[src/rtl/ltg_cfg.svh]
`ifndef LTG_CFG_SVH
`define LTG_CFG_SVH

// ----------------------------------------------------------------
// Register addresses
// ----------------------------------------------------------------
`define LTG_A_LT_LOAD    32'hffff_0300
`define LTG_A_LT_CLO     32'hffff_0304
`define LTG_A_LT_CHI     32'hffff_0308
`define LTG_A_LT_CTRL    32'hffff_030c
`define LTG_A_LT_CLR     32'hffff_0310
`define LTG_A_LT_CAP     32'hffff_0314
`define LTG_A_GT_LOAD    32'hffff_0320
`define LTG_A_GT_CNT     32'hffff_0324
`define LTG_A_GT_CTRL    32'hffff_0328
`define LTG_A_GT_CLR     32'hffff_032c
`define LTG_A_GT_CAP     32'hffff_0330

// ----------------------------------------------------------------
// Writable bits and reset values
// ----------------------------------------------------------------
`define LTG_LT_CTRL_MASK 32'h0003_f7df
`define LTG_GT_CTRL_MASK 32'hff87_ffff
`define LTG_GT_CTRL_RST  32'h0100_0000
`define LTG_GT_CNT_RST   32'hffff_ffff

// ----------------------------------------------------------------
// Control fields
// ----------------------------------------------------------------
`define LTG_F_PRE        3:0
`define LTG_B_WIDE       4
`define LTG_F_FMT        5:4
`define LTG_B_PER        6
`define LTG_B_EN         7
`define LTG_B_UP         8
`define LTG_F_LT_CLK     10:9
`define LTG_F_GT_CLK     11:9
`define LTG_F_SEL        16:12
`define LTG_B_CAP        17
`define LTG_B_ISRC       18
`define LTG_B_FLAG       19
`define LTG_B_PEN        23
`define LTG_F_POST       31:24

// ----------------------------------------------------------------
// Clock sources, prescaler, postscaler, time of day
// ----------------------------------------------------------------
`define LTG_LT_CLK_CORE  2'h0
`define LTG_LT_CLK_LP    2'h1
`define LTG_LT_CLK_XTAL  2'h2
`define LTG_GT_CLK_CORE  3'h0
`define LTG_GT_CLK_LP    3'h1
`define LTG_GT_CLK_G8    3'h2
`define LTG_GT_CLK_LAST  3'h3
`define LTG_PRE_16       4'h4
`define LTG_PRE_256      4'h8
`define LTG_PRE_32K      4'hf
`define LTG_TERM_16      15'h000f
`define LTG_TERM_256     15'h00ff
`define LTG_TERM_32K     15'h7fff
`define LTG_POST_MIN     8'h01
`define LTG_TOD_CS_MAX   8'h63
`define LTG_TOD_MS_MAX   8'h3b
`define LTG_TOD_H23      8'h17
`define LTG_TOD_H255     8'hff

`endif

[src/rtl/ltg_pkg.sv]
package ltg_pkg;

  typedef enum logic [1:0] {
    ltg_fmt_bin  = 2'h0,
    ltg_fmt_rsv  = 2'h1,
    ltg_fmt_h23  = 2'h2,
    ltg_fmt_h255 = 2'h3
  } ltg_fmt_e;

  typedef struct packed {
    logic [17:0] ctrl;
    logic [15:0] load;
    logic        tgl;
  } ltg_lt_sync_s;

  typedef struct packed {
    logic [31:0] ctrl;
    logic [31:0] load;
    logic        tgl;
  } ltg_gt_sync_s;

endpackage

[src/rtl/ltg_tick_if.sv]
`timescale 1ns/1ps
`default_nettype none

interface ltg_tick_if;
  logic src_tick;
  logic pre_tick;
  modport src (output src_tick, output pre_tick);
  modport snk (input src_tick, input pre_tick);
endinterface

`default_nettype wire

[src/rtl/ltg_sync.sv]
`timescale 1ns/1ps
`default_nettype none

// Two stages, both advanced by the timer tick, so a word written on the
// core side needs two timer periods before the counter logic sees it.
module ltg_sync #(
  parameter int W = 32
) (
  input  wire logic         core_clk,
  input  wire logic         rst,
  input  wire logic         tick,
  input  wire logic [W-1:0] d,
  output logic      [W-1:0] q
);
  logic [W-1:0] s1_q;

  always_ff @(posedge core_clk)
  begin
    if (rst)
    begin
      s1_q <= '0;
      q    <= '0;
    end
    else if (tick)
    begin
      s1_q <= d;
      q    <= s1_q;
    end
  end
endmodule

`default_nettype wire

[src/rtl/ltg_prescale.sv]
`timescale 1ns/1ps
`default_nettype none
`include "ltg_cfg.svh"

module ltg_prescale #(
  parameter int DIV_W = 15
) (
  input  wire logic       core_clk,
  input  wire logic       rst,
  input  wire logic       src_level,
  input  wire logic       src_is_core,
  input  wire logic       src_on,
  input  wire logic [3:0] code,
  ltg_tick_if.src         tk
);
  logic             lvl_q;
  logic [DIV_W-1:0] div_q;
  logic [DIV_W-1:0] div_d;
  logic [DIV_W-1:0] term;
  logic             wrap;

  function automatic logic [DIV_W-1:0] div_term(input logic [3:0] c);
    case (c)
      `LTG_PRE_16:  div_term = DIV_W'(`LTG_TERM_16);
      `LTG_PRE_256: div_term = DIV_W'(`LTG_TERM_256);
      `LTG_PRE_32K: div_term = DIV_W'(`LTG_TERM_32K);
      default:      div_term = '0;
    endcase
  endfunction

  // ----------------------------------------------------------------
  // Source tick and divider
  // ----------------------------------------------------------------
  assign tk.src_tick = src_on & (src_is_core | (src_level & ~lvl_q));
  assign term        = div_term(code);
  // A compare rather than an equality keeps the divider safe when the code shrinks mid-count.
  assign wrap        = div_q >= term;
  assign tk.pre_tick = tk.src_tick & wrap;
  assign div_d       = !tk.src_tick ? div_q : wrap ? '0 : div_q + DIV_W'(1);

  always_ff @(posedge core_clk)
  begin
    if (rst)
    begin
      lvl_q <= 1'b0;
      div_q <= '0;
    end
    else
    begin
      lvl_q <= src_level;
      div_q <= div_d;
    end
  end
endmodule

`default_nettype wire

[src/rtl/ltg_timers.sv]
// The plain strobed port was left to the implementer.
`timescale 1ns/1ps
`default_nettype none
`include "ltg_cfg.svh"

// Behaviour
// - Control and data reach timer logic through two timer-clocked stages.
// - Counter acts on a register write only after two timer periods.
// - Wide lifetime mode counts up from zero; count read as low and high.
// - Narrow lifetime mode counts up or down from the 16-bit load value.
// - Each new assertion of the selected event copies count to capture, no stop.
// - Capture enable is bit 17; bits 16 to 12 pick the event source.
// - Lifetime reloads from load (zero in wide mode) on overflow in periodic mode and when clear is written.
// - Writing lifetime clear clears its interrupt, only in narrow mode.
// - Lifetime bits 10 to 9 select core, low power, crystal or precision clock.
// - Prescaler bits 3 to 0 divide by 1, 16, 256 or 32768.
// - Bit 7 enables the counter; bit 6 picks periodic over free running.
// - Lifetime bit 4 picks 48-bit over 16-bit operation.
// - Bit 8 counts up when set; lifetime honours it only in narrow mode.
// - Lifetime load register takes a single write.
// - General timer counts 32 bits up or down from four selectable sources.
// - General count is binary or hours, minutes, seconds, hundredths.
// - Postscaler counts 1 to 255 timeouts, bit 23 enables, bit 18 routes.
// - General timer keeps counting in low power on pin or low power source.
// - General timer reloads from its load on overflow in periodic mode and on clear write.
// - General clear write clears its interrupt; capture leaves counter running.
// - Interrupt when count reaches zero counting down or full scale up.
// - Periodic mode reloads from load at the interrupt condition; wide lifetime reloads zero.
// - Free-running mode wraps instead of reloading.
module ltg_timers (
  input  wire logic        core_clk,
  input  wire logic        rst,
  input  wire logic [31:0] addr,
  input  wire logic [31:0] wr_data,
  input  wire logic        wr_en,
  input  wire logic        rd_en,
  input  wire logic        lp_osc,
  input  wire logic        xtal_osc,
  input  wire logic        prec_osc,
  input  wire logic        gpio_8_in,
  input  wire logic        gpio_5_in,
  input  wire logic        low_power,
  input  wire logic [31:0] irq_sources,
  output logic      [31:0] rd_data,
  output logic             lifetime_irq,
  output logic             general_irq
);
  // ----------------------------------------------------------------
  // Declarations
  // ----------------------------------------------------------------
  logic [17:0] lt_ctrl_q, lt_ctrl_d;
  logic [15:0] lt_load_q, lt_load_d;
  logic        lt_done_q;
  logic        lt_tgl_q;
  logic        lt_seen_q;
  logic [15:0] lt_cap_q, lt_cap_d;
  logic [47:0] lt_cnt_q, lt_cnt_d;
  logic [31:0] gt_ctrl_q, gt_ctrl_d;
  logic [31:0] gt_load_q;
  logic        gt_tgl_q;
  logic        gt_seen_q;
  logic [31:0] gt_cap_q, gt_cap_d;
  logic [31:0] gt_cnt_q, gt_cnt_d;
  logic [7:0]  gt_post_q, gt_post_d;
  logic        gt_flag_q;
  logic [31:0] src_prev_q;

  ltg_pkg::ltg_lt_sync_s lt_s;
  ltg_pkg::ltg_gt_sync_s gt_s;
  ltg_pkg::ltg_fmt_e     gt_fmt;

  logic        wr_lt_load, wr_lt_ctrl, wr_lt_clr, wr_lt_cap;
  logic        wr_gt_load, wr_gt_ctrl, wr_gt_clr;
  logic [31:0] ev;
  logic [31:0] rd_mux;
  logic [1:0]  lt_src;
  logic        lt_lvl;
  logic [2:0]  gt_src;
  logic        gt_lvl;
  logic        gt_core;
  logic        lt_wide, lt_up, lt_hit, lt_reload, lt_step, lt_cap_ev, lt_irq_d;
  logic [47:0] lt_init, lt_inc;
  logic        gt_up, gt_tod, gt_hit, gt_reload, gt_step, gt_tmo, gt_cap_ev, gt_irq_d;
  logic        gt_pen, gt_post_hit;
  logic [7:0]  gt_hmax, gt_tgt;
  logic [31:0] gt_full, gt_inc;

  ltg_tick_if lt_tk ();
  ltg_tick_if gt_tk ();

  // Step one time-of-day digit pair after another, carrying or borrowing upward.
  function automatic logic [31:0] tod_step(input logic [31:0] v, input logic up, input logic [7:0] hmax);
    logic [31:0] r;
    logic [7:0]  lim;
    logic [7:0]  f;
    logic        c;
    r = v;
    c = 1'b1;
    for (int i = 0; i < 4; i++)
    begin
      lim = (i == 3) ? hmax : (i == 0) ? `LTG_TOD_CS_MAX : `LTG_TOD_MS_MAX;
      f   = r[8*i +: 8];
      if (c)
      begin
        if (up)
        begin
          c = (f == lim);
          f = c ? 8'h00 : f + 8'h01;
        end
        else
        begin
          c = (f == 8'h00);
          f = c ? lim : f - 8'h01;
        end
      end
      r[8*i +: 8] = f;
    end
    tod_step = r;
  endfunction

  // ----------------------------------------------------------------
  // Register decode
  // ----------------------------------------------------------------
  assign wr_lt_load = wr_en & (addr == `LTG_A_LT_LOAD);
  assign wr_lt_ctrl = wr_en & (addr == `LTG_A_LT_CTRL);
  assign wr_lt_clr  = wr_en & (addr == `LTG_A_LT_CLR);
  assign wr_lt_cap  = wr_en & (addr == `LTG_A_LT_CAP);
  assign wr_gt_load = wr_en & (addr == `LTG_A_GT_LOAD);
  assign wr_gt_ctrl = wr_en & (addr == `LTG_A_GT_CTRL);
  assign wr_gt_clr  = wr_en & (addr == `LTG_A_GT_CLR);

  assign lt_ctrl_d = wr_lt_ctrl ? wr_data[17:0] & 18'(`LTG_LT_CTRL_MASK) : lt_ctrl_q;
  assign lt_load_d = (wr_lt_load & ~lt_done_q) ? wr_data[15:0] : lt_load_q;
  assign gt_ctrl_d = wr_gt_ctrl ? wr_data & `LTG_GT_CTRL_MASK : gt_ctrl_q;

  // Load and write-only registers read as zero.
  // With the postscaler off its field reads back the target, so the reset value shows a target of one.
  assign rd_mux =
    (addr == `LTG_A_LT_CLO)  ? {16'h0000, lt_cnt_q[15:0]} :
    (addr == `LTG_A_LT_CHI)  ? lt_cnt_q[47:16] :
    (addr == `LTG_A_LT_CTRL) ? {14'h0000, lt_ctrl_q} :
    (addr == `LTG_A_LT_CAP)  ? {16'h0000, lt_cap_q} :
    (addr == `LTG_A_GT_CNT)  ? gt_cnt_q :
    (addr == `LTG_A_GT_CTRL) ? {gt_ctrl_q[`LTG_B_PEN] ? gt_post_q : gt_ctrl_q[`LTG_F_POST],
                                gt_ctrl_q[23:20], gt_flag_q, gt_ctrl_q[18:0]} :
    (addr == `LTG_A_GT_CAP)  ? gt_cap_q : 32'h0000_0000;

  // ----------------------------------------------------------------
  // Clock sources and crossing into the timer side
  // ----------------------------------------------------------------
  // The source select itself clocks the crossing, so it is taken from the core side.
  assign lt_src  = lt_ctrl_q[`LTG_F_LT_CLK];
  assign lt_lvl  = (lt_src == `LTG_LT_CLK_LP) ? lp_osc : (lt_src == `LTG_LT_CLK_XTAL) ? xtal_osc : prec_osc;
  assign gt_src  = gt_ctrl_q[`LTG_F_GT_CLK];
  assign gt_core = gt_src == `LTG_GT_CLK_CORE;
  assign gt_lvl  = (gt_src == `LTG_GT_CLK_LP) ? lp_osc : (gt_src == `LTG_GT_CLK_G8) ? gpio_8_in : gpio_5_in;

  ltg_prescale #(
    .DIV_W(15)
  ) u_lt_pre (
    .core_clk    (core_clk),
    .rst         (rst),
    .src_level   (lt_lvl),
    .src_is_core (lt_src == `LTG_LT_CLK_CORE),
    .src_on      (1'b1),
    .code        (lt_s.ctrl[`LTG_F_PRE]),
    .tk          (lt_tk.src)
  );

  // A stopped core clock halts a core-clocked timer; pin and oscillator sources keep running.
  ltg_prescale #(
    .DIV_W(15)
  ) u_gt_pre (
    .core_clk    (core_clk),
    .rst         (rst),
    .src_level   (gt_lvl),
    .src_is_core (gt_core),
    .src_on      ((gt_src <= `LTG_GT_CLK_LAST) & ~(low_power & gt_core)),
    .code        (gt_s.ctrl[`LTG_F_PRE]),
    .tk          (gt_tk.src)
  );

  ltg_sync #(
    .W($bits(ltg_pkg::ltg_lt_sync_s))
  ) u_lt_sync (
    .core_clk (core_clk),
    .rst      (rst),
    .tick     (lt_tk.src_tick),
    .d        ({lt_ctrl_q, lt_load_q, lt_tgl_q}),
    .q        (lt_s)
  );

  ltg_sync #(
    .W($bits(ltg_pkg::ltg_gt_sync_s))
  ) u_gt_sync (
    .core_clk (core_clk),
    .rst      (rst),
    .tick     (gt_tk.src_tick),
    .d        ({gt_ctrl_q, gt_load_q, gt_tgl_q}),
    .q        (gt_s)
  );

  // ----------------------------------------------------------------
  // Lifetime counter
  // ----------------------------------------------------------------
  assign lt_wide   = lt_s.ctrl[`LTG_B_WIDE];
  assign lt_up     = lt_wide | lt_s.ctrl[`LTG_B_UP];
  assign lt_hit    = lt_wide ? &lt_cnt_q : lt_up ? &lt_cnt_q[15:0] : ~|lt_cnt_q[15:0];
  assign lt_init   = lt_wide ? 48'h0 : {32'h0000_0000, lt_s.load};
  assign lt_reload = lt_s.tgl ^ lt_seen_q;
  assign lt_step   = lt_s.ctrl[`LTG_B_EN] & lt_tk.pre_tick;
  assign lt_inc    = lt_wide ? lt_cnt_q + 48'h1 :
                     {32'h0000_0000, lt_up ? lt_cnt_q[15:0] + 16'h0001 : lt_cnt_q[15:0] - 16'h0001};
  assign lt_cnt_d  = lt_reload ? lt_init :
                     !lt_step ? lt_cnt_q :
                     (lt_hit & lt_s.ctrl[`LTG_B_PER]) ? lt_init : lt_inc;
  // A timeout in the same cycle as the clear write keeps the interrupt set.
  assign lt_irq_d  = (lt_step & lt_hit) | (lifetime_irq & ~(wr_lt_clr & ~lt_ctrl_q[`LTG_B_WIDE]));

  // ----------------------------------------------------------------
  // Event capture
  // ----------------------------------------------------------------
  assign ev        = irq_sources & ~src_prev_q;
  assign lt_cap_ev = lt_s.ctrl[`LTG_B_CAP] & ev[lt_s.ctrl[`LTG_F_SEL]];
  assign gt_cap_ev = gt_s.ctrl[`LTG_B_CAP] & ev[gt_s.ctrl[`LTG_F_SEL]];
  assign lt_cap_d  = lt_cap_ev ? lt_cnt_q[15:0] : wr_lt_cap ? wr_data[15:0] : lt_cap_q;
  assign gt_cap_d  = gt_cap_ev ? gt_cnt_q : gt_cap_q;

  // ----------------------------------------------------------------
  // General counter
  // ----------------------------------------------------------------
  assign gt_fmt    = ltg_pkg::ltg_fmt_e'(gt_s.ctrl[`LTG_F_FMT]);
  assign gt_tod    = (gt_fmt == ltg_pkg::ltg_fmt_h23) | (gt_fmt == ltg_pkg::ltg_fmt_h255);
  assign gt_hmax   = (gt_fmt == ltg_pkg::ltg_fmt_h23) ? `LTG_TOD_H23 : `LTG_TOD_H255;
  assign gt_full   = gt_tod ? {gt_hmax, `LTG_TOD_MS_MAX, `LTG_TOD_MS_MAX, `LTG_TOD_CS_MAX} : 32'hffff_ffff;
  assign gt_up     = gt_s.ctrl[`LTG_B_UP];
  assign gt_hit    = gt_up ? (gt_cnt_q == gt_full) : (gt_cnt_q == 32'h0000_0000);
  assign gt_inc    = gt_tod ? tod_step(gt_cnt_q, gt_up, gt_hmax) :
                     gt_up ? gt_cnt_q + 32'h0000_0001 : gt_cnt_q - 32'h0000_0001;
  assign gt_reload = gt_s.tgl ^ gt_seen_q;
  assign gt_step   = gt_s.ctrl[`LTG_B_EN] & gt_tk.pre_tick;
  assign gt_tmo    = gt_step & gt_hit;
  assign gt_cnt_d  = gt_reload ? gt_s.load :
                     !gt_step ? gt_cnt_q :
                     (gt_hit & gt_s.ctrl[`LTG_B_PER]) ? gt_s.load : gt_inc;

  // ----------------------------------------------------------------
  // Postscaler
  // ----------------------------------------------------------------
  // A target of zero behaves as one, so the range is one to 255 timeouts.
  assign gt_pen      = gt_s.ctrl[`LTG_B_PEN];
  assign gt_tgt      = (gt_s.ctrl[`LTG_F_POST] == 8'h00) ? `LTG_POST_MIN : gt_s.ctrl[`LTG_F_POST];
  assign gt_post_hit = gt_tmo & gt_pen & ((gt_post_q + 8'h01) == gt_tgt);
  assign gt_post_d   = (gt_reload | ~gt_pen | gt_post_hit) ? 8'h00 : gt_tmo ? gt_post_q + 8'h01 : gt_post_q;
  assign gt_irq_d    = (gt_s.ctrl[`LTG_B_ISRC] ? gt_post_hit : gt_tmo) | (general_irq & ~wr_gt_clr);

  // ----------------------------------------------------------------
  // Registers
  // ----------------------------------------------------------------
  always_ff @(posedge core_clk)
  begin
    if (rst)
    begin
      lt_ctrl_q    <= '0;
      lt_load_q    <= '0;
      lt_done_q    <= 1'b0;
      lt_tgl_q     <= 1'b0;
      lt_cap_q     <= '0;
      gt_ctrl_q    <= `LTG_GT_CTRL_RST;
      gt_load_q    <= '0;
      gt_tgl_q     <= 1'b0;
      src_prev_q   <= '0;
      rd_data      <= '0;
    end
    else
    begin
      lt_ctrl_q    <= lt_ctrl_d;
      lt_load_q    <= lt_load_d;
      lt_done_q    <= lt_done_q | wr_lt_load;
      lt_tgl_q     <= lt_tgl_q ^ wr_lt_clr;
      lt_cap_q     <= lt_cap_d;
      gt_ctrl_q    <= gt_ctrl_d;
      gt_load_q    <= wr_gt_load ? wr_data : gt_load_q;
      gt_tgl_q     <= gt_tgl_q ^ wr_gt_clr;
      src_prev_q   <= irq_sources;
      rd_data      <= rd_en ? rd_mux : 32'h0000_0000;
    end
  end

  always_ff @(posedge core_clk)
  begin
    if (rst)
    begin
      lt_seen_q    <= 1'b0;
      lt_cnt_q     <= '0;
      lifetime_irq <= 1'b0;
      gt_seen_q    <= 1'b0;
      gt_cnt_q     <= `LTG_GT_CNT_RST;
      gt_cap_q     <= '0;
      gt_post_q    <= '0;
      gt_flag_q    <= 1'b0;
      general_irq  <= 1'b0;
    end
    else
    begin
      lt_seen_q    <= lt_s.tgl;
      lt_cnt_q     <= lt_cnt_d;
      lifetime_irq <= lt_irq_d;
      gt_seen_q    <= gt_s.tgl;
      gt_cnt_q     <= gt_cnt_d;
      gt_cap_q     <= gt_cap_d;
      gt_post_q    <= gt_post_d;
      gt_flag_q    <= gt_post_hit | (gt_flag_q & ~wr_gt_clr);
      general_irq  <= gt_irq_d;
    end
  end
endmodule

`default_nettype wire

[config.mk]
export PLATFORM = sky130hd
export DESIGN_NAME = ltg_timers
export DESIGN_NICKNAME = d
export VERILOG_FILES = /design/src/rtl/ltg_pkg.sv /design/src/rtl/ltg_tick_if.sv /design/src/rtl/ltg_sync.sv /design/src/rtl/ltg_prescale.sv /design/src/rtl/ltg_timers.sv
export VERILOG_INCLUDE_DIRS = /design/src /design/src/rtl
export SDC_FILE = /design/constraint.sdc
export NUM_CORES = 1
export LEC_CHECK = 0
export BUFFER_PORTS_ARGS = -buffer_cell sky130_fd_sc_hd__buf_2
export CAP_MARGIN = 20
export CORE_UTILIZATION = 40
export CTS_CLUSTER_SIZE = 24
export DETAILED_ROUTE_END_ITERATION = 7
export GPL_TIMING_DRIVEN = 0
export PLACE_DENSITY = 0.57
export SYNTH_ARGS = -nofsm -noshare
export SYNTH_HDL_FRONTEND = slang
export SYNTH_SLANG_ARGS = --single-unit
[constraint.sdc]
create_clock -name core_clk -period 3.91 [get_ports core_clk]
set_input_delay 0.782 -clock core_clk [delete_from_list [all_inputs] [get_ports core_clk]]
set_output_delay 0.782 -clock core_clk [all_outputs]
set_load 0.01 [all_outputs]
==> impl_metrics.py <==
metrics = {
    "drt": {
        "totalWireLength_um": 92760,
        "post_drt_wl_per_cell_um": 21.10,
        "vias_per_cell": 5.717,
        "via_count": 25130,
        "dr.pass1.iters": 6,
        "antenna_left": 0,
        "drt_iter0_markers": 2741,
        "drc": 0,
    },
    "power_and_ir_drop": {
        "peakVddDrop_mv": 0.3223,
        "power_density_nw_per_um2": 368.9,
        "p_leak_nw": 10.97,
    },
    "die": {
        "dieArea_um2": 66280,
        "die_h_um": 257.5,
        "core-area_um2": 64460,
        "boundaryPins": 140,
        "die_w_um": 257.5,
        "rows": 93,
        "start_util_pct": 40.49,
    },
    "clock_tree": {
        "cts_root_buf": "clkbuf_16",
        "ctsHtreeMaxLevel": 2,
        "cts.clk_slew.worst_paths_ps": 60,
        "cts_tree": "built",
        "cts_buffers": 56,
        "worstSkewPairLatency_ps": 630,
        "cts_buffer_depth": 3,
        "clock-sinks": 510,
    },
    "grt": {
        "met3_usage_pct": 4.787,
        "grt_use_met1_pct": 40.02,
        "grt_usage_pct": 27.23,
        "met2_usage_pct": 40.80,
        "antenna_found_initial": 5,
        "grt_pass1_vias": 22850,
        "busiest_layer": "met2",
        "grt_max_degree": 27,
        "overflow": 0,
        "grt_first_pass_wirelength_um": 140100,
    },
    "critical_path": {
        "endpoint_kind": "register",
        "required_ps": 4420,
        "cp.arrival_ps": 4230,
        "path_class": "register to register",
        "reg2regPathDepth": 13,
        "critPathLaunch": "u_lt_sync.q[21]$_SDFFE_PP0N_",
        "r2r-start": "u_lt_sync.q[21]$_SDFFE_PP0N_",
        "critPathMaxFanout": 11,
        "crit_path_start_kind": "register",
        "rrSetupSlack_ps": 190,
        "r2r-end": "lt_cnt_q[8]$_SDFFE_PP0P_",
    },
    "place": {
        "pre_cts_slack_ps": -496.6,
        "gp_congestion": 0.9824,
        "dpl.hpwl_um": 70600,
        "io_buffer_count": 138,
        "placed_area_um2": 27940,
    },
    "sta": {
        "finalWorstSetupSlack_ps": 188.6,
        "hold_viol_final": 0,
        "fmax_ghz": 0.2687,
        "fin_skew_ps": 21.69,
        "worst_pin_slew_ps": 1168,
        "setup_viol": 0,
        "finalCriticalPeriod_ps": 3721,
        "relSlewSlack_pct": 22.15,
        "rsz0062_at_grt": "false",
        "fin_tns_setup_ps": 0,
        "slew_violations": 0,
        "finalCritPeriodShare_pct": 95.18,
    },
    "final_layout": {
        "most-common-layout-cells": "nand2_1 (691), dfxtp_1 (509), a21oi_1 (387)",
        "fin_nets": 3687,
        "drive_gt1_share_pct": 9.921,
        "fill_cells": 6593,
        "post-route-util_pct": 46.46,
        "final_area_um2": 29950,
        "final_common_cell": "nand2_1",
        "syn2layout_area_growth_pct": 14.74,
    },
    "synth": {
        "ys_top_cells_by_area": "dfxtp_1 (39%), nand2_1 (9.9%), a21oi_1 (7.4%)",
        "netlist_instances": 3287,
        "synthArstFlopShare_pct": 0,
        "synth_largest_area_cell": "dfxtp_1",
        "synth_nets": 3483,
        "yosysWarnings": 0,
        "ys.flop_type": "dfxtp_1",
        "syn_avg_cell_area_um2": 7.941,
        "synth.yosys.seq_area_share_pct": 39.11,
        "synth_top_area_share_pct": 39.11,
        "synth_edf_count": 0,
        "synthDistinctLibCells": 87,
        "ys_ff_latch": 510,
        "synth_area_um2": 26100,
    },
    "worst_hold_path": {
        "hold_path.class": "input port to register",
        "hold-path-endpoint": "src_prev_q[14]$_SDFF_PP0_",
        "hold_start": "irq_sources[14]",
        "whs_path_depth": 2,
    },
    "run": {
        "cap_violations": 0,
    },
    "outcome": {
        "outcome": "complete, no violations",
    },
}
[worst max-delay path, stage by stage, from the launching register on]
cell and delay (ps):
dfxtp_2 480, inv_1 150, clkbuf_1 310, nand2_1 230, clkinvlp_4 270, ha_1 410, nor2b_1 170, o2111ai_1 300
a21boi_0 220, o21ai_0 160, or3b_2 460, a22oi_1 180, o21ai_0 110, o211a_1 140
[flip-flops by register name (all words and copies together) (netlist names), 8 cells and up]
signal	flops
u_lt_sync.q	31
gt_cnt_q	32
u_gt_sync.q	58
gt_ctrl_q	28
lt_load_q	16
u_gt_pre.div_q	15
gt_load_q	32
lt_cap_q	16
rd_data	32
lt_cnt_q	48
u_lt_pre.div_q	15
gt_post_q	8
lt_ctrl_q	16
gt_cap_q	32
src_prev_q	32
u_gt_sync.s1_q	58
u_lt_sync.s1_q	31
[power breakdown]
group	leakage (nW)	total (W)	internal (W)	switching (W)
clock	0.930	0.00545	0.00316	0.00229
combinational	5.92	0.000382	0.000109	0.000273
sequential	4.12	0.00522	0.00522	0.00000533
total	11.0	0.0110	0.00848	0.00256
[metal layers]
metal | wire (µm) | up-vias
met5 | 34 | -
met4 | 2010 | 6
met3 | 8096 | 132
met2 | 39230 | 1046
met1 | 43390 | 11910
li1 | - | 12040
[worst max path at each step]
stage,endpoint,depth (start not counted)
after detailed placement,lt_cnt_q[9]$_SDFFE_PP0P_,14
final,lt_cnt_q[8]$_SDFFE_PP0P_,13
after CTS,lt_cnt_q[2]$_SDFFE_PP0P_,13
after global placement,gt_cnt_q[26]$_SDFFE_PP1P_,11
after global routing,lt_cnt_q[45]$_SDFFE_PP0P_,13
after floorplan,gt_cnt_q[26]$_SDFFE_PP1P_,11
[stage by stage]
step	hold slack [ps]	cells	total power (W)
6_report	372.9	4396	0.01105
5_1_grt	372.6	4393	0.01137
4_1_cts	343.4	4388	0.01112
3_5_place_dp	443.8	4284	0.005714
3_3_place_gp	439.3	4280	0.005708
2_1_floorplan	429.2	3287	0.005503
[cell families (layout without fill, tap and decap cells)]
logic type,count (synthesis),in the layout,share of synthesized area (%)
AOI/OAI and AO/OA,813,813,19.60
xor gates and xnor gates,132,132,4.429
muxes,91,91,4.559
adders and majority gates,90,90,4.372
buffers and inverters,271,522,4.204
and+or+nand+nor,1380,1380,23.73
DFF,510,510,39.11
other,0,3,0
[final cells by class]
cell class	instances	area (µm²)	area share, %
tap	855	1070	3.572
antenna	3	7.507	0.02507
buffer	225	937.1	3.129
multi-input combinational	2506	14850	49.58
clock inverter	19	226.5	0.7562
timing repair buffer	147	802.0	2.678
clock buffer	86	1675	5.594
sequential	510	10210	34.09
inverter	45	172.7	0.5765
[cells in the mapped netlist (18+ instances only)]
cell and n:
nor2b_1 59, and3_1 30, nor3_1 59, o211ai_1 28, ha_1 88, mux2i_1 59
a31oi_1 28, a222oi_1 25, a311oi_1 22, clkbuf_1 165, inv_1 44, buf_2 31
nand2_1 691, nand4_1 49, o21ai_0 103, buf_1 21, xor2_1 63, or3_1 25
a21oi_1 387, mux4_2 21, a211oi_1 20, dfxtp_1 510, a22oi_1 18, xnor2_1 69
nor2_1 259, nand2b_1 28, a21o_1 24, nand3_1 100
[timing repair]
item                                    CTS  global route
resized for setup                         7            23
pin swaps                                 0             0
setup buffers                             0             5
cloned                                    0             0
endpoints found under the setup margin   56            56
hold buffers                              0             0
No activity file was read; power rests on OpenSTA's default activity.
